File: src/core/ausrw_pkg.sv
//------------------------------------------------------------
// Shared constants and types of the serial receiver
//------------------------------------------------------------
package ausrw_pkg;

    // Register port width
    localparam int ADDR_W = 3;

    // Register offsets
    localparam logic [ADDR_W-1:0] OFS_RX_STATUS_CTL = 3'h0;
    localparam logic [ADDR_W-1:0] OFS_RX_BUFFER     = 3'h1;
    localparam logic [ADDR_W-1:0] OFS_TX_STATUS_CTL = 3'h2;
    localparam logic [ADDR_W-1:0] OFS_BAUD_CTL      = 3'h3;
    localparam logic [ADDR_W-1:0] OFS_DIV_HIGH      = 3'h4;
    localparam logic [ADDR_W-1:0] OFS_DIV_LOW       = 3'h5;
    localparam logic [ADDR_W-1:0] OFS_IRQ_CTL       = 3'h6;

    // Receive status and control fields
    localparam int RS_PORT_EN_BIT = 7;
    localparam int RS_RX9_BIT     = 6;
    localparam int RS_SREN_BIT    = 5;
    localparam int RS_CONTINUOUS_RECEIVE_ENABLE_BIT    = 4;
    localparam int RS_ADDRESS_DETECT_ENABLE_BIT   = 3;
    localparam int RS_FRAMING_ERROR_FLAG_BIT    = 2;
    localparam int RS_OVERRUN_ERROR_FLAG_BIT    = 1;
    localparam int RS_RECEIVED_NINTH_BIT_BIT    = 0;

    // Transmit status and control fields
    localparam int TS_SYNC_BIT = 4;
    localparam int TS_HIGH_SPEED_BAUD_SELECT_BIT = 2;
    localparam int TS_TRMT_BIT = 1;

    // Baud control fields
    localparam int BC_IDLE_BIT  = 6;
    localparam int BC_WIDE_DIVISOR_SELECT_BIT = 3;
    localparam int BC_WUE_BIT   = 1;

    // Interrupt control fields
    localparam int IC_EN_BIT   = 0;
    localparam int IC_PRI_BIT  = 1;
    localparam int IC_GIE_BIT  = 2;
    localparam int IC_PERIPHERAL_IRQ_ENABLE_BIT = 3;
    localparam int IC_DONE_BIT = 4;

    // Read data of unset bits, unread cycles and unmapped places
    localparam logic [7:0] REG_RESET = 8'h00;

    // Sampling timing: sixteen samples per bit
    localparam int         SAMPLES_PER_BIT = 16;
    localparam logic [3:0] SMP_MID  = 4'(SAMPLES_PER_BIT / 2 - 1);
    localparam logic [3:0] SMP_LAST = 4'(SAMPLES_PER_BIT - 1);
    localparam logic [1:0] PRE_LAST = 2'h3;
    localparam logic [3:0] BITS8_LAST = 4'h7;
    localparam logic [3:0] BITS9_LAST = 4'h8;

    // Receiver states
    typedef enum logic [1:0] {
        ST_IDLE,
        ST_START,
        ST_DATA,
        ST_STOP
    } ausrw_st_t;

    // Whole state of the receiver
    typedef struct packed {
        logic        port_en;
        logic        rx9;
        logic        sren;
        logic        continuous_receive_enable;
        logic        address_detect_enable;
        logic        framing_error_flag;
        logic        overrun_error_flag;
        logic        received_ninth_bit;
        logic [7:0]  rxbuf;
        logic        sync_mode;
        logic        high_speed_baud_select;
        logic        wide_divisor_select;
        logic        wake_on_break_enable;
        logic [7:0]  div_hi;
        logic [7:0]  div_lo;
        logic        irq_en;
        logic        irq_pri;
        logic        global_irq_enable;
        logic        peripheral_irq_enable;
        logic        done;
        logic [15:0] brg_cnt;
        logic [1:0]  pre;
        ausrw_st_t   st;
        logic [3:0]  smp;
        logic [3:0]  bitn;
        logic [8:0]  shf;
        logic        rx_prev;
        logic        wake_seen;
        logic [7:0]  rd_data;
    } ausrw_state_t;

endpackage

File: src/core/ausrw_rx.sv
`timescale 1ns/10ps
`default_nettype none

// How it works
// - Sixteen samples per bit, one shift per bit
// - Async only with port enabled, sync clear
// - Nine data bits when ninth-bit enable set
// - Frames accepted only while continuous receive set
// - Frame end sets flag; irq needs enable
// - Ninth bit and errors in status register
// - Low eight data bits in receive buffer
// - Clearing continuous receive clears latched errors
// - Address-detect enable bit for multidrop use
// - Address detect off: every frame stored, flagged
// - Priority bit; service needs enable and global
// - Sleep stops baud generator and reception
// - Wake-on-break is baud control bit one
// - Wake enabled: reception idle, line watched
// - Falling line edge is the wake event
// - Wake event sets the receive-done flag
// - Reading receive buffer clears pending flag
// - Rising edge after wake clears wake enable
// - Start, eight or nine data, stop bit
// - Least significant bit first, same baud
module ausrw_rx
    import ausrw_pkg::*;
(
    // Clock and reset
    input  wire logic              mclk_in,
    input  wire logic              rst_n_in,
    // Register port
    input  wire logic [ADDR_W-1:0] addr_in,
    input  wire logic [7:0]        wr_data_in,
    input  wire logic              wr_en_in,
    input  wire logic              rd_en_in,
    output logic      [7:0]        rd_data_out,
    // Line and power state
    input  wire logic              serial_in_pin_in,
    input  wire logic              sleep_in,
    // Requests to the processor
    output logic                   irq_high_out,
    output logic                   irq_low_out,
    output logic                   wake_out
);

    //--------------------------------------------------------
    // State and helpers
    //--------------------------------------------------------
    ausrw_state_t q;
    ausrw_state_t d;
    logic         rx;
    logic         fall;
    logic         rise;
    logic         async_md;
    logic         run;
    logic         tick;
    logic         frame_end;
    logic         keep;
    logic         pend;
    logic [15:0]  reload;
    logic [3:0]   last_bit;
    logic [7:0]   rbyte;

    //--------------------------------------------------------
    // Next-state logic
    //--------------------------------------------------------
    always_comb
    begin
        d = q;
        rx = serial_in_pin_in;
        fall = q.rx_prev & ~rx;
        rise = ~q.rx_prev & rx;
        async_md = q.port_en & ~q.sync_mode;
        run = async_md & q.continuous_receive_enable & ~q.wake_on_break_enable & ~sleep_in & ~q.overrun_error_flag;
        reload = q.wide_divisor_select ? {q.div_hi, q.div_lo} : {8'h00, q.div_lo};
        tick = (q.brg_cnt == 16'h0000) & (q.high_speed_baud_select | (q.pre == PRE_LAST));
        last_bit = q.rx9 ? BITS9_LAST : BITS8_LAST;
        rbyte = q.rx9 ? q.shf[7:0] : q.shf[8:1];
        keep = ~(q.address_detect_enable & q.rx9 & ~q.shf[8]);
        frame_end = 1'b0;
        d.rx_prev = rx;
        d.rd_data = REG_RESET;

        // Baud generator, frozen while asleep or reception is off
        if (!run)
        begin
            d.brg_cnt = reload;
            d.pre = 2'h0;
        end
        else if (q.brg_cnt == 16'h0000)
        begin
            d.brg_cnt = reload;
            d.pre = q.pre + 2'h1;
        end
        else
            d.brg_cnt = q.brg_cnt - 16'h0001;

        // Register reads, answered one cycle later
        if (rd_en_in)
        begin
            case (addr_in)
                OFS_RX_STATUS_CTL:
                begin
                    d.rd_data[RS_PORT_EN_BIT] = q.port_en;
                    d.rd_data[RS_RX9_BIT] = q.rx9;
                    d.rd_data[RS_SREN_BIT] = q.sren;
                    d.rd_data[RS_CONTINUOUS_RECEIVE_ENABLE_BIT] = q.continuous_receive_enable;
                    d.rd_data[RS_ADDRESS_DETECT_ENABLE_BIT] = q.address_detect_enable;
                    d.rd_data[RS_FRAMING_ERROR_FLAG_BIT] = q.framing_error_flag;
                    d.rd_data[RS_OVERRUN_ERROR_FLAG_BIT] = q.overrun_error_flag;
                    d.rd_data[RS_RECEIVED_NINTH_BIT_BIT] = q.received_ninth_bit;
                end
                OFS_RX_BUFFER:
                begin
                    d.rd_data = q.rxbuf;
                    d.done = 1'b0;
                end
                OFS_TX_STATUS_CTL:
                begin
                    d.rd_data[TS_SYNC_BIT] = q.sync_mode;
                    d.rd_data[TS_HIGH_SPEED_BAUD_SELECT_BIT] = q.high_speed_baud_select;
                    d.rd_data[TS_TRMT_BIT] = 1'b1;
                end
                OFS_BAUD_CTL:
                begin
                    d.rd_data[BC_IDLE_BIT] = (q.st == ST_IDLE);
                    d.rd_data[BC_WIDE_DIVISOR_SELECT_BIT] = q.wide_divisor_select;
                    d.rd_data[BC_WUE_BIT] = q.wake_on_break_enable;
                end
                OFS_DIV_HIGH: d.rd_data = q.div_hi;
                OFS_DIV_LOW:  d.rd_data = q.div_lo;
                OFS_IRQ_CTL:
                begin
                    d.rd_data[IC_EN_BIT] = q.irq_en;
                    d.rd_data[IC_PRI_BIT] = q.irq_pri;
                    d.rd_data[IC_GIE_BIT] = q.global_irq_enable;
                    d.rd_data[IC_PERIPHERAL_IRQ_ENABLE_BIT] = q.peripheral_irq_enable;
                    d.rd_data[IC_DONE_BIT] = q.done;
                end
                default: d.rd_data = REG_RESET;
            endcase
        end

        // Register writes
        if (wr_en_in)
        begin
            case (addr_in)
                OFS_RX_STATUS_CTL:
                begin
                    d.port_en = wr_data_in[RS_PORT_EN_BIT];
                    d.rx9 = wr_data_in[RS_RX9_BIT];
                    d.sren = wr_data_in[RS_SREN_BIT];
                    d.continuous_receive_enable = wr_data_in[RS_CONTINUOUS_RECEIVE_ENABLE_BIT];
                    d.address_detect_enable = wr_data_in[RS_ADDRESS_DETECT_ENABLE_BIT];
                    if (!wr_data_in[RS_CONTINUOUS_RECEIVE_ENABLE_BIT])
                    begin
                        d.framing_error_flag = 1'b0;
                        d.overrun_error_flag = 1'b0;
                    end
                end
                OFS_TX_STATUS_CTL:
                begin
                    d.sync_mode = wr_data_in[TS_SYNC_BIT];
                    d.high_speed_baud_select = wr_data_in[TS_HIGH_SPEED_BAUD_SELECT_BIT];
                end
                OFS_BAUD_CTL:
                begin
                    d.wide_divisor_select = wr_data_in[BC_WIDE_DIVISOR_SELECT_BIT];
                    d.wake_on_break_enable = wr_data_in[BC_WUE_BIT];
                end
                OFS_DIV_HIGH: d.div_hi = wr_data_in;
                OFS_DIV_LOW:  d.div_lo = wr_data_in;
                OFS_IRQ_CTL:
                begin
                    d.irq_en = wr_data_in[IC_EN_BIT];
                    d.irq_pri = wr_data_in[IC_PRI_BIT];
                    d.global_irq_enable = wr_data_in[IC_GIE_BIT];
                    d.peripheral_irq_enable = wr_data_in[IC_PERIPHERAL_IRQ_ENABLE_BIT];
                end
                default: ;
            endcase
        end

        // Frame receiver, sampling at sixteen ticks per bit
        case (q.st)
            ST_IDLE:
            begin
                if (run && fall)
                begin
                    d.st = ST_START;
                    d.smp = 4'h0;
                end
            end
            ST_START:
            begin
                if (tick)
                begin
                    d.smp = q.smp + 4'h1;
                    if (q.smp == SMP_MID)
                    begin
                        d.smp = 4'h0;
                        d.bitn = 4'h0;
                        d.st = rx ? ST_IDLE : ST_DATA;
                    end
                end
            end
            ST_DATA:
            begin
                if (tick)
                begin
                    d.smp = q.smp + 4'h1;
                    if (q.smp == SMP_LAST)
                    begin
                        d.shf = {rx, q.shf[8:1]};
                        d.bitn = q.bitn + 4'h1;
                        if (q.bitn == last_bit)
                            d.st = ST_STOP;
                    end
                end
            end
            ST_STOP:
            begin
                if (tick)
                begin
                    d.smp = q.smp + 4'h1;
                    if (q.smp == SMP_LAST)
                    begin
                        frame_end = 1'b1;
                        d.st = ST_IDLE;
                    end
                end
            end
            default: d.st = ST_IDLE;
        endcase

        // Abort any frame when reception is not allowed
        if (!run)
            d.st = ST_IDLE;

        // Frame completion; set wins over a same-cycle read
        if (frame_end && keep)
        begin
            if (d.done)
                d.overrun_error_flag = 1'b1;
            else
            begin
                d.rxbuf = rbyte;
                d.received_ninth_bit = q.rx9 & q.shf[8];
                d.framing_error_flag = ~rx;
                d.done = 1'b1;
            end
        end

        // Wake-on-break detector
        if (q.wake_on_break_enable && async_md)
        begin
            if (fall && !q.wake_seen)
            begin
                d.done = 1'b1;
                d.wake_seen = 1'b1;
            end
            else if (rise && q.wake_seen)
            begin
                d.wake_on_break_enable = 1'b0;
                d.wake_seen = 1'b0;
            end
        end
        if (!d.wake_on_break_enable)
            d.wake_seen = 1'b0;
    end

    //--------------------------------------------------------
    // State register
    //--------------------------------------------------------
    always_ff @(posedge mclk_in)
    begin
        if (!rst_n_in)
        begin
            q <= '0;
            q.rx_prev <= 1'b1;                 // Line idles high: no false edge
        end
        else
        begin
            q <= d;
        end
    end

    //--------------------------------------------------------
    // Outputs
    //--------------------------------------------------------
    // Interrupt routing by priority level
    assign pend = q.done & q.irq_en & q.global_irq_enable;
    assign irq_high_out = pend & q.irq_pri;
    assign irq_low_out = pend & ~q.irq_pri & q.peripheral_irq_enable;
    assign wake_out = q.done & q.irq_en & sleep_in;
    assign rd_data_out = q.rd_data;

    //--------------------------------------------------------
    // Assertions
    //--------------------------------------------------------
    property p_sleep_idle;
        @(posedge mclk_in) disable iff (!rst_n_in)
        sleep_in |=> (q.st == ST_IDLE);
    endproperty
    a_sleep_idle: assert property (p_sleep_idle)
        else $error("frame in progress during sleep");

    property p_sync_idle;
        @(posedge mclk_in) disable iff (!rst_n_in)
        (q.sync_mode || !q.port_en || !q.continuous_receive_enable) |=> (q.st == ST_IDLE);
    endproperty
    a_sync_idle: assert property (p_sync_idle)
        else $error("receiver active outside async mode");

    property p_wue_idle;
        @(posedge mclk_in) disable iff (!rst_n_in)
        q.wake_on_break_enable |=> (q.st == ST_IDLE) || !$past(q.wake_on_break_enable);
    endproperty
    a_wue_idle: assert property (p_wue_idle)
        else $error("frame reception while wake enabled");

    property p_no_irq_disabled;
        @(posedge mclk_in) disable iff (!rst_n_in)
        (!q.irq_en || !q.global_irq_enable) |-> !irq_high_out && !irq_low_out;
    endproperty
    a_no_irq_disabled: assert property (p_no_irq_disabled)
        else $error("interrupt raised while disabled");

    property p_read_clears;
        @(posedge mclk_in) disable iff (!rst_n_in)
        (rd_en_in && addr_in == OFS_RX_BUFFER && !frame_end && !q.wake_on_break_enable)
            |=> !q.done;
    endproperty
    a_read_clears: assert property (p_read_clears)
        else $error("buffer read left flag set");

    property p_rd_data;
        @(posedge mclk_in) disable iff (!rst_n_in)
        (rd_en_in && addr_in == OFS_RX_BUFFER) |=> (rd_data_out == $past(q.rxbuf));
    endproperty
    a_rd_data: assert property (p_rd_data)
        else $error("wrong buffer read data");

    property p_continuous_receive_enable_clears;
        @(posedge mclk_in) disable iff (!rst_n_in)
        (wr_en_in && addr_in == OFS_RX_STATUS_CTL && !wr_data_in[RS_CONTINUOUS_RECEIVE_ENABLE_BIT] && !frame_end)
            |=> !q.overrun_error_flag && !q.framing_error_flag;
    endproperty
    a_continuous_receive_enable_clears: assert property (p_continuous_receive_enable_clears)
        else $error("errors not cleared by receive disable");

    property p_wake_flag;
        @(posedge mclk_in) disable iff (!rst_n_in)
        (q.wake_on_break_enable && async_md && fall && !q.wake_seen) |=> q.done ##1 q.wake_seen || !q.wake_on_break_enable;
    endproperty
    a_wake_flag: assert property (p_wake_flag)
        else $error("wake event did not set flag");

    property p_wue_clear;
        @(posedge mclk_in) disable iff (!rst_n_in)
        (q.wake_seen && q.wake_on_break_enable && async_md && rise) |=> !q.wake_on_break_enable;
    endproperty
    a_wue_clear: assert property (p_wue_clear)
        else $error("wake enable not cleared on rising edge");

    property p_overrun;
        @(posedge mclk_in) disable iff (!rst_n_in)
        (frame_end && keep && q.done && !(rd_en_in && addr_in == OFS_RX_BUFFER))
            |=> q.overrun_error_flag && (q.rxbuf == $past(q.rxbuf));
    endproperty
    a_overrun: assert property (p_overrun)
        else $error("overrun not flagged or buffer overwritten");

    property p_discard;
        @(posedge mclk_in) disable iff (!rst_n_in)
        (frame_end && !keep && !q.done && !q.wake_on_break_enable) |=> !q.done;
    endproperty
    a_discard: assert property (p_discard)
        else $error("non-address frame flagged");

    // Main scenarios
    c_frame: cover property (@(posedge mclk_in) disable iff (!rst_n_in)
        frame_end && keep && !q.done);
    c_wake: cover property (@(posedge mclk_in) disable iff (!rst_n_in)
        q.wake_seen && rise);
    c_overrun: cover property (@(posedge mclk_in) disable iff (!rst_n_in)
        !q.overrun_error_flag ##1 q.overrun_error_flag);
    c_ninth: cover property (@(posedge mclk_in) disable iff (!rst_n_in)
        frame_end && q.rx9 && q.address_detect_enable && keep);

endmodule

`default_nettype wire

File: config.mk
export PLATFORM = sky130hd
export DESIGN_NAME = ausrw_rx
export DESIGN_NICKNAME = d
export VERILOG_FILES = /design/src/core/ausrw_pkg.sv /design/src/core/ausrw_rx.sv
export SDC_FILE = /design/constraint.sdc
export NUM_CORES = 1
export LEC_CHECK = 0
export BUFFER_PORTS_ARGS = -buffer_cell sky130_fd_sc_hd__buf_2
export CAP_MARGIN = 10
export CORE_ASPECT_RATIO = 0.7
export CORE_MARGIN = 4
export CORE_UTILIZATION = 35
export DETAILED_ROUTE_END_ITERATION = 10
export PLACE_DENSITY = 0.51
export SLEW_MARGIN = 20
export SYNTH_ARGS = -nofsm -noshare
export SYNTH_HDL_FRONTEND = slang
export SYNTH_SLANG_ARGS = --single-unit
File: constraint.sdc
create_clock -name mclk_in -period 2.3 [get_ports mclk_in]
set_clock_uncertainty 0.2 [all_clocks]
set_input_delay 0.23 -clock mclk_in [delete_from_list [all_inputs] [get_ports mclk_in]]
set_output_delay 0.23 -clock mclk_in [all_outputs]
set_load 0.05 [all_outputs]
Word level (Yosys, flattened, before mapping)
Cells that the tools add are included.

cells by class
  equality and inequality tests = 21
  bitwise logic cells = 28
  multipliers = 0
  $lt $le $gt $ge = 0
  multiplexer cells = 51
  div/mod/pow operators = 0
  shift operators = 0
  reduce and logical (&&, ||, !) cells = 26
  add/sub/neg operators = 4

operators by type and width
  operator                 number
  $mux W16                 2
  $mux W8                  3
  $pmux W6 S4              1
  $reduce_and A2 Y1        11
  $mux W21                 1
  $mux W10                 2
  $mux W19                 1
  $mux W18                 1
  $pmux W1 S6              3
  $and A1 B1 Y1            17
  $logic_not A16 Y1        1
  $mux W1                  16
  $mux W2                  8
  $sub A16 B1 Y16 const B  1
  $ne A2 B2 Y1 const B     7
  $mux W13                 1
  $mux W6                  2
  $mux W11                 1
  $not A1 Y1               10
  $pmux W1 S5              2
  $eq A3 B3 Y1 const B     3
  $mux W9                  1
  $add A4 B1 Y4 const B    2
  $mux W4                  2
  other kinds (22)         31

word-level totals
  output and inout port bits = 11
  flip-flop bits (word level) = 88
  logic and storage cells = 159
  memories kept = 0
  memory bits (writable) = 0
  latch bits = 0
  memory bits (read-only) = 0
  input bits = 17

Depth between registers and ports, before layout
Gate-level depths: netlist (run 1).

  word-level depth = 9
  mapped depth = 9
  gate-level depth less buffers = 7

Worst setup path before layout (run 1)
OpenSTA, ideal clock, no wires.

  path type = register to register
  from = register q[31] (netlist name)
  to = register q[22] (netlist name)
  period minus slack after synthesis = 2,461 ps
  stages on the path, launching flop included = 10
  library setup time = 134 ps
  required time = 1,966 ps
  path buffers = 2
  arrival time = 2,126 ps
  path slack = -161 ps
  path through = dfxtp_1 inv_1 ha_1 nor3b_4 nand4b_4 or4_4 buf_6 buf_2 o21ai_0 a21oi_1

between the ends
  cells in the longest elaborated chain, start to end = 4
  elaborated cells between the ends (all ways) = 5
  classes of those cells = 2 x eq/ne; 1 x bitwise; 2 x reduce/logical

RTL lines
  what                           line            RTL
  start: declaration             ausrw_rx.sv:49  ausrw_state_t q;
  $logic_not A16 Y1 *            ausrw_rx.sv:76  tick = (q.brg_cnt == 16'h0000) & (q.high_speed_baud_select | (q.pre == PRE_LAST));
  $and A1 B1 Y1 *                ausrw_rx.sv:76
  $ne A2 B2 Y1 (no line)         n/a
  $reduce_and A5 Y1 (no line) *  n/a

Mark *: on every way between the ends. The rest lies on a longest branch, timed or not.
A chain may end at the register's enable or synchronous reset.

Worst setup path in the final report (run 1)
Ends and elaborated chain as after synthesis.

==> flow_summary.yaml, run 1 <==
power:
  powerDensity_mw_per_mm2: 630
  total_power_w: 0.00332
  max-vdd-ir-drop_mv: 0.333
  power_leakage_nw: 2.20
yosys:
  syn-num-nets: 497
  synth-compound-area-share: 0.161
  netlist_area_sq_mm: 0.00434
  synth_xor_area_frac: 0.0283
  muxShareOfSynthArea: 0.104
  synth.distinct_cells: 56
  synth-simple-area-share: 0.242
  synth-main-ff-cell: "dfxtp_1"
  synth-seq-cells: 88
  synth_adder_area_share: 0.0115
  synth_edf_count: 0
  synth_top_family_by_area: "simple AND/OR/NAND/NOR gates"
  yosysWarnings: 0
  syn_avg_cell_area_sq_um: 9.11
  ys_seq_area_frac: 0.406
  async_flop_share: 0
  syn_inst: 476
final_layout:
  drive_gt1_frac: 0.194
  final_area_sq_mm: 0.00528
  antenna_cells: 0
  final_common_cell: "dfxtp_1"
  area_growth_pct: 21.8
  nFillCells: 1167
  final_cell_mix: "85 x dfxtp_1, 73 x nand2_1, 35 x mux2i_1"
  nets: 547
status:
  violations: "setup timing"
  status: "finished, violations left"
detailed_routing:
  vias: 3581
  wl_per_cell_um: 17.5
  drt-total-wl_um: 12000
  drtIter0Drc: 276
  ant_nets: 0
  drc: 0
  vias_per_cell: 5.20
  firstDrtPassIters: 5
grt:
  grt_max_degree: 52
  grt_util_all_layers: 0.174
  grt_pass1_vias: 3382
  antenna_found_initial: 0
  grt_remaining_overflow: 0
  grt_pass1_wl_um: 19000
critical_path:
  cp_top_family: "simple AND/OR/NAND/NOR gates"
  end_kind: "flop"
  slowest_delay_ns: 0.74
  critical_path_arrival_ns: 2.40
  cp_num_buf_inv: 1
  start_kind: "flop"
  crit_type: "flop to flop"
  slowest_stage: "or4_2"
  crit_required_ns: 2.33
  critical_path.cell_chain: "inv_2 -> ha_4 -> nor3b_4 -> nand4b_4 -> or4_2 -> o21ai_0 -> a21oi_1"
  critical_path.max_fanout: 5
floorplan:
  die_w_um: 141
  dieArea_sq_mm: 0.0143
  num_io_pins: 28
  rows: 33
  start_util: 0.365
  core_sq_mm: 0.0119
  die_height_um: 101
clocking:
  clock_sinks: 88
  cts-root-buf: "clkbuf_16"
  cts_tree: "built"
  clk_latency_ns: 0.35
  clk_pin_slew_ns: 0.06
  cts_buffers: 9
  htreeDepth: 3
  cts_buffer_depth: 2
placement:
  place_area_sq_mm: 0.00477
  dpl.hpwl_um: 8770
  gp_congestion: 0.923
  port_buffers: 27
sta:
  worst_pin_slew_ns: 0.600
  timing.final.max_slew_violations: 0
  fmax_mhz: 423
  layout_setup_ws_ns: -0.0632
  rsz0062_at_grt: "true"
  finalCritPeriodShare: 1.03
  maxSlewHeadroom: 0.597
  period_needed_ns: 2.36
  fin_setup_tns_ns: -0.0900
  finalHoldViolCount: 0
  finalSetupViolCount: 2
worst_hold_path:
  hp-class: "input pin to flop"
job:
  maxCapViolCount: 0
## kinds of logic (layout without fill, tap and decap cells)
| logic type | count (synthesis) | count (layout) |
|---|---|---|
| DFF | 88 | 88 |
| AOI/OAI and AO/OA | 95 | 95 |
| muxes | 40 | 40 |
| and+or+nand+nor | 193 | 194 |
| adders and majority gates | 4 | 4 |
| xor gates and xnor gates | 14 | 14 |
| buffers and inverters | 42 | 96 |
## worst paths after layout
kind         endpoint  slack, ns  cells past startpoint           from
min             q[56]       0.01                      3  wr_data_in[4]
max             q[22]      -0.06                      7          q[31]
max reg2reg     q[22]      -0.06                      7          q[31]
min reg2reg     q[30]       0.27                      2          q[30]
## sequential cells by signal (all words and copies together) (netlist names)
name,cells
q,80
rd_data_out,8
## per-stage QoR
stage          hold WS (ns)  std cells  setup slack, ns   util
2_1_floorplan         0.124        476          -0.0509      -
3_3_place_gp          0.247        655           0.0634  0.401
3_5_place_dp          0.258        655         -0.00568  0.401
4_1_cts             0.00314        680          0.00781  0.434
5_1_grt              0.0431        688           -0.159  0.444
6_report             0.0142        688          -0.0632  0.444
## area by class of cell
| cell class | instances | area, sq um | share of cell area |
|---|---|---|---|
| flip-flops and latches | 88 | 1770 | 0.334 |
| inverters | 9 | 33.8 | 0.00640 |
| clock buffers | 12 | 256 | 0.0486 |
| clock inverters | 4 | 52.6 | 0.00995 |
| repair buffers | 71 | 553 | 0.105 |
| well taps | 157 | 196 | 0.0372 |
| multi-input cells | 347 | 2420 | 0.459 |
## synth_stat cells (all sizes together), types with 2 or more instances
cell	count	area share
clkbuf	19	0.016
nand2b	3	0.0043
xnor2	11	0.022
buf	14	0.022
a211oi	3	0.0052
o31a	3	0.0061
o21a	2	0.0035
nor4	6	0.017
and3	4	0.0058
a31oi	6	0.0087
ha	4	0.012
xor2	3	0.0061
inv	9	0.0078
o211a	17	0.039
nor3	9	0.013
dfxtp	88	0.41
mux2i	35	0.081
nor3b	4	0.0095
mux4	4	0.021
nor2	23	0.020
o22ai	5	0.0072
nand3b	7	0.012
a311oi	2	0.0040
nand3	17	0.020
a32oi	3	0.0061
or3	3	0.0043
a21oi	10	0.012
nor2b	27	0.039
a21boi	22	0.038
o21ai	14	0.016
nand4	2	0.0029
and2	5	0.0072
o32ai	2	0.0040
nand2	73	0.063
nand4b	4	0.012
nor4b	2	0.0040
## power by group
group	internal [W]	switching (W)
registers	0.00154	0.0000160
logic	0.000110	0.000142
clock network	0.000901	0.000615
## tightest hold or removal path, stage by stage
cell,delay (ns)
buf_2,0.14
nand2_1,0.07
a21boi_0,0.07
## per-layer routing
metal | part of all wire | up-vias | global-route usage
met4 | 0.013 | 0 | 0.0447
met1 | 0.55 | 1697 | 0.276
met5 | 0 | - | 0
li1 | - | 1794 | -
met2 | 0.38 | 79 | 0.232
met3 | 0.053 | 11 | 0.0403
## what timing repair did
item                                    in CTS  in global routing
resized for setup                            0                 14
pin swaps                                    1                  7
endpoints found under the setup margin       4                 37
buffers inserted                             1                  6
gates cloned                                 0                  2
hold buffers                                 8                  0
hold endpoints to repair                    16                  0
No activity file was read; power rests on OpenSTA's default activity.
==> inputs of run 2 (changes only) <==
clock period = 1.9 ns   (was 2.3 ns; I/O delays follow)
==> run 2 against run 1 <==
Net effect:
- the flow still finishes with violations (setup timing)
- maximum frequency rose by 9.7%
- critical path type unchanged
- sequential cell count is the same
- largest cell class unchanged
- total power increased by 21%
- sequential power increased by 21%
==> flow_summary.yaml, run 2 (same netlist as run 1, synthesis figures left out) <==
detailed_routing:
  drtIter0Drc: 317
  drc: 0
  wl_per_cell_um: 17.4
  firstDrtPassIters: 6
  vias_per_cell: 5.33
  ant_nets: 0
  drt-total-wl_um: 12600
  vias: 3840
floorplan:
  rows: 33
  core_sq_mm: 0.0119
  die_height_um: 101
  num_io_pins: 28
  die_w_um: 141
  dieArea_sq_mm: 0.0143
  start_util: 0.365
clocking:
  cts-root-buf: "clkbuf_16"
  htreeDepth: 3
  clock_sinks: 88
  clk_latency_ns: 0.34
  cts_tree: "built"
  cts_buffer_depth: 2
  cts_buffers: 9
  clk_pin_slew_ns: 0.06
critical_path:
  rr_endpoint: "q[22]"
  cp-endpoint: "q[22]"
  r2r_cells: 7
  slowest_delay_ns: 0.48
  critical_path_arrival_ns: 2.23
  crit_path_start: "q[32]"
  start_kind: "flop"
  crit_required_ns: 1.98
  critical_path.max_fanout: 4
  critical_path.cell_chain: "inv_2 -> ha_4 -> nor3b_4 -> nand4b_4 -> or4_4 -> or3_1 -> a21oi_2"
  timing.rr.start: "q[32]"
  ff2ff_setup_slack_ns: -0.25
  end_kind: "flop"
  crit_type: "flop to flop"
  slowest_stage: "or4_4"
sta:
  finalSetupViolCount: 46
  finalCritPeriodShare: 1.13
  period_needed_ns: 2.15
  rsz0062_at_grt: "true"
  worst_pin_slew_ns: 0.514
  hold_ws_ns: 0.0819
  maxSlewHeadroom: 0.655
  finalHoldViolCount: 0
  layout_setup_ws_ns: -0.255
  timing.final.max_slew_violations: 0
  fin_setup_tns_ns: -8.16
  fmax_mhz: 464
placement:
  port_buffers: 27
  dpl.hpwl_um: 9040
  place_area_sq_mm: 0.00510
  gp_congestion: 0.887
final_layout:
  nets: 580
  final_common_cell: "dfxtp_1"
  antenna_cells: 0
  final_area_sq_mm: 0.00583
  final_core_util: 0.490
  drive_gt1_frac: 0.293
  regMostFlops: "q"
  largest_reg_flops: 80
  area_growth_pct: 34.5
  final_cell_mix: "84 x dfxtp_1, 65 x nand2_1, 50 x buf_4"
  nFillCells: 1103
power:
  p_int_w: 0.00307
  powerDensity_mw_per_mm2: 688
  p_seq_frac: 0.469
  p_clk_frac: 0.446
  max-vdd-ir-drop_mv: 0.467
  power_leakage_nw: 2.45
  p_comb_frac: 0.084
  p_sw_w: 0.000944
  p_sw_frac: 0.235
status:
  status: "finished, violations left"
  violations: "setup timing"
grt:
  grt_max_degree: 71
  grt_remaining_overflow: 0
  grt_pass1_wl_um: 20000
  grt_util_all_layers: 0.181
  antenna_found_initial: 0
  grt_pass1_vias: 3572
worst_hold_path:
  hp-class: "input pin to flop"
  min_from: "addr_in[2]"
job:
  maxCapViolCount: 0
run 2: cell types whose count changed in the layout (fill, tap and decap cells not counted), sizes merged:
cell / before / now
buf: 62 / 95
clkbuf: 13 / 11
clkinv: 0 / 3
clkinvlp: 3 / 1
dlygate4sd3: 8 / 10
or4: 2 / 1
run 2: power by group through the flow:
| stage | Sequential [W] | Combinational, W | Clock, W |
|---|---|---|---|
| 2_1_floorplan | 0.00192 | 0.000183 | 0 |
| 3_3_place_gp | 0.00192 | 0.000292 | 0 |
| 3_5_place_dp | 0.00192 | 0.000293 | 0 |
| 4_1_cts | 0.00188 | 0.000329 | 0.00183 |
| 5_1_grt | 0.00188 | 0.000367 | 0.00190 |
| 6_report | 0.00188 | 0.000339 | 0.00179 |
run 2: through the flow:
step | instances | setup WS, ns | total power [W]
after global routing | 721 | -0.363 | 0.00415
after floorplan | 476 | -0.358 | 0.00210
after detailed placement | 687 | -0.243 | 0.00222
after global placement | 687 | -0.190 | 0.00221
after CTS | 721 | -0.228 | 0.00404
final | 721 | -0.255 | 0.00401
run 2: layer usage:
layer	wire, um	part of all wire	vias to the layer above	GRT usage
li1	-	-	1861	-
met1	6670	0.53	1869	0.286
met2	5090	0.41	99	0.247
met3	667	0.053	11	0.0379
met4	121	0.0096	0	0.0447
met5	0	0	-	0
run 2: area by class of cell:
type	count	area, sq um	area share
multi-input cells	346	2600	0.446
clock inverters	5	56.3	0.00965
inverters	9	33.8	0.00579
flip-flops and latches	88	1770	0.303
well taps	157	196	0.0337
repair buffers	105	936	0.160
clock buffers	11	243	0.0416
run 2: how the worst min path moves through the flow:
stage,end,slack (ns),cells after the start
2_1_floorplan,q[9],0.08,1
3_3_place_gp,q[30],0.25,2
3_5_place_dp,q[80],0.25,2
4_1_cts,rd_data_out[3],0.07,3
5_1_grt,rd_data_out[7],0.1,3
6_report,rd_data_out[3],0.08,3
run 2: repair_timing:
item	4_1_cts	5_1_grt
gates resized for setup	38	19
pin swaps	14	12
gates cloned	3	0
setup endpoints to repair	47	48
hold buffers	10	0
setup buffers	5	1
hold endpoints to repair	24	0
run 2: critical path, delay by kind of cell (launching register included):
kind / cells / cell delay (ns)
AO/OA/AOI/OAI: 1 / 0.12
AND/OR/NAND/NOR: 4 / 1.26
adder cells (fa/ha/maj): 1 / 0.13
buffers and inverters: 1 / 0.06
flip-flops: 1 / 0.33
==> inputs of run 3 (changes only) <==
CORE_UTILIZATION = 55   (was 35)
PLACE_DENSITY = 0.71   (was 0.51)
clock period = 2.8 ns   (was 1.9 ns; I/O delays follow)
==> run 3 against run 2 <==
Net effect:
- the run now ends clean
- register-to-register slack improved by 0.68 ns
- core utilization rose by 15 points
- sequential cell count did not move
- worst hold slack got worse by 0.064 ns
- clock power fell by 32%
- global-route usage rose by 7.2 points
- combinational power fell by 49%
- non-clock buffer count fell by 66
- critical path depth did not move
- sequential power fell by 32%
- critical path type unchanged
- largest cell class unchanged
==> flow_summary.yaml, run 3 (same netlist as run 1, synthesis figures left out) <==
final_layout:
  final_cell_mix: "88 x dfxtp_1, 73 x nand2_1, 35 x mux2i_1"
  area_growth_pct: 11.2
  nets: 514
  antenna_cells: 0
  drive_gt1_frac: 0.137
  final_common_cell: "dfxtp_1"
  regMostFlops: "q"
  largest_reg_flops: 80
  nFillCells: 631
job:
  maxCapViolCount: 0
power:
  max-vdd-ir-drop_mv: 0.559
  power_leakage_nw: 2.03
  powerDensity_mw_per_mm2: 552
clocking:
  post-cts-setup-buffers: 0
  cts-root-buf: "clkbuf_16"
  clk_latency_ns: 0.35
  htreeDepth: 3
  cts-resized-gates: 0
  cts_buffer_depth: 2
  clock_sinks: 88
  clk_pin_slew_ns: 0.06
  cts_buffers: 9
  hold_buffers: 0
  cts_tree: "built"
status:
  status: "finished clean"
critical_path:
  end_kind: "flop"
  slowest_delay_ns: 0.43
  cp_num_buf_inv: 1
  cp_top_family: "simple AND/OR/NAND/NOR gates"
  slowest_stage: "and4b_1"
  critical_path_arrival_ns: 2.39
  crit_type: "flop to flop"
  crit_required_ns: 2.81
  critical_path.cell_chain: "inv_1 -> ha_1 -> nor3b_4 -> and4b_1 -> nand3_1 -> o21ai_0 -> o22ai_1"
  critical_path.max_fanout: 8
  start_kind: "flop"
sta:
  maxSlewHeadroom: 0.555
  finalCritPeriodShare: 0.848
  finalHoldViolCount: 0
  period_needed_ns: 2.37
  timing.final.max_slew_violations: 0
  worst_pin_slew_ns: 0.658
  fmax_mhz: 421
  layout_setup_ws_ns: 0.426
  rsz0062_at_grt: "false"
  finalSetupViolCount: 0
  fin_setup_tns_ns: 0
detailed_routing:
  drt-total-wl_um: 11100
  drtIter0Drc: 334
  drc: 0
  ant_nets: 0
  vias_per_cell: 6.05
  wl_per_cell_um: 18.6
  vias: 3604
  firstDrtPassIters: 5
grt:
  grt_pass1_wl_um: 18300
  antenna_found_initial: 0
  grt_pass1_vias: 3445
  grt_util_all_layers: 0.254
  grt_remaining_overflow: 0
  grt_max_degree: 33
placement:
  dpl.hpwl_um: 8110
  dpl_worst_slack_ns: 0.461
  port_buffers: 27
  gp_congestion: 0.888
floorplan:
  start_util: 0.579
  core_sq_mm: 0.00748
  die_w_um: 114
  num_io_pins: 28
  dieArea_sq_mm: 0.00939
  die_height_um: 82.3
  rows: 26
worst_hold_path:
  hp-class: "input pin to flop"
[run 3: report_power, final]
| group | switching (W) | leakage [nW] | internal, W |
|---|---|---|---|
| combinational | 0.000107 | 1.17 | 0.0000670 |
| sequential | 0.0000140 | 0.710 | 0.00126 |
| clock | 0.000492 | 0.145 | 0.000714 |
| total | 0.000613 | 2.03 | 0.00205 |
[run 3: layout make-up]
| class | count | area [sq um] | area share |
|---|---|---|---|
| Inverter | 9 | 33.8 | 0.00701 |
| Clock inverter | 5 | 56.3 | 0.0117 |
| Sequential cell | 88 | 1760 | 0.365 |
| Clock buffer | 11 | 243 | 0.0504 |
| Timing Repair Buffer | 39 | 225 | 0.0467 |
| Tap cell | 98 | 123 | 0.0254 |
| Multi-Input combinational cell | 346 | 2380 | 0.493 |
[run 3: through the flow]
step,total power (W),instance area (sq um),hold WS (ns),cells,util
6_report,0.00266,4820,0.0175,596,0.644
5_1_grt,0.00276,4820,0.0326,596,0.644
4_1_cts,0.00268,4820,0.00750,596,0.644
3_5_place_dp,0.00148,4520,0.252,580,0.604
3_3_place_gp,0.00147,4520,0.247,580,0.604
2_1_floorplan,0.00142,4340,0.174,476,-
[run 3: tightest hold or removal path, cell delays in order]
cell and delay [ns]:
buf_2 0.12, nand2_1 0.05, a21boi_0 0.06
[run 3: metal layers]
| layer | vias up | routed length [um] | part of all wire | GRT usage |
|---|---|---|---|---|
| met3 | 13 | 816 | 0.074 | 0.0641 |
| met4 | 0 | 162 | 0.015 | 0.0735 |
| met2 | 120 | 4560 | 0.41 | 0.362 |
| met1 | 1738 | 5530 | 0.50 | 0.375 |
| met5 | - | 0 | 0 | 0 |
| li1 | 1733 | - | - | - |
[run 3: path summary, 6_finish.rpt]
path	startpoint	end	slack, ns	depth (start not counted)
hold / removal	wr_data_in[6]	q[58]	0.02	3
setup reg to reg	q[31]	q[20]	0.43	7
hold reg to reg	q[30]	q[30]	0.26	2
setup / recovery	q[31]	q[20]	0.43	7
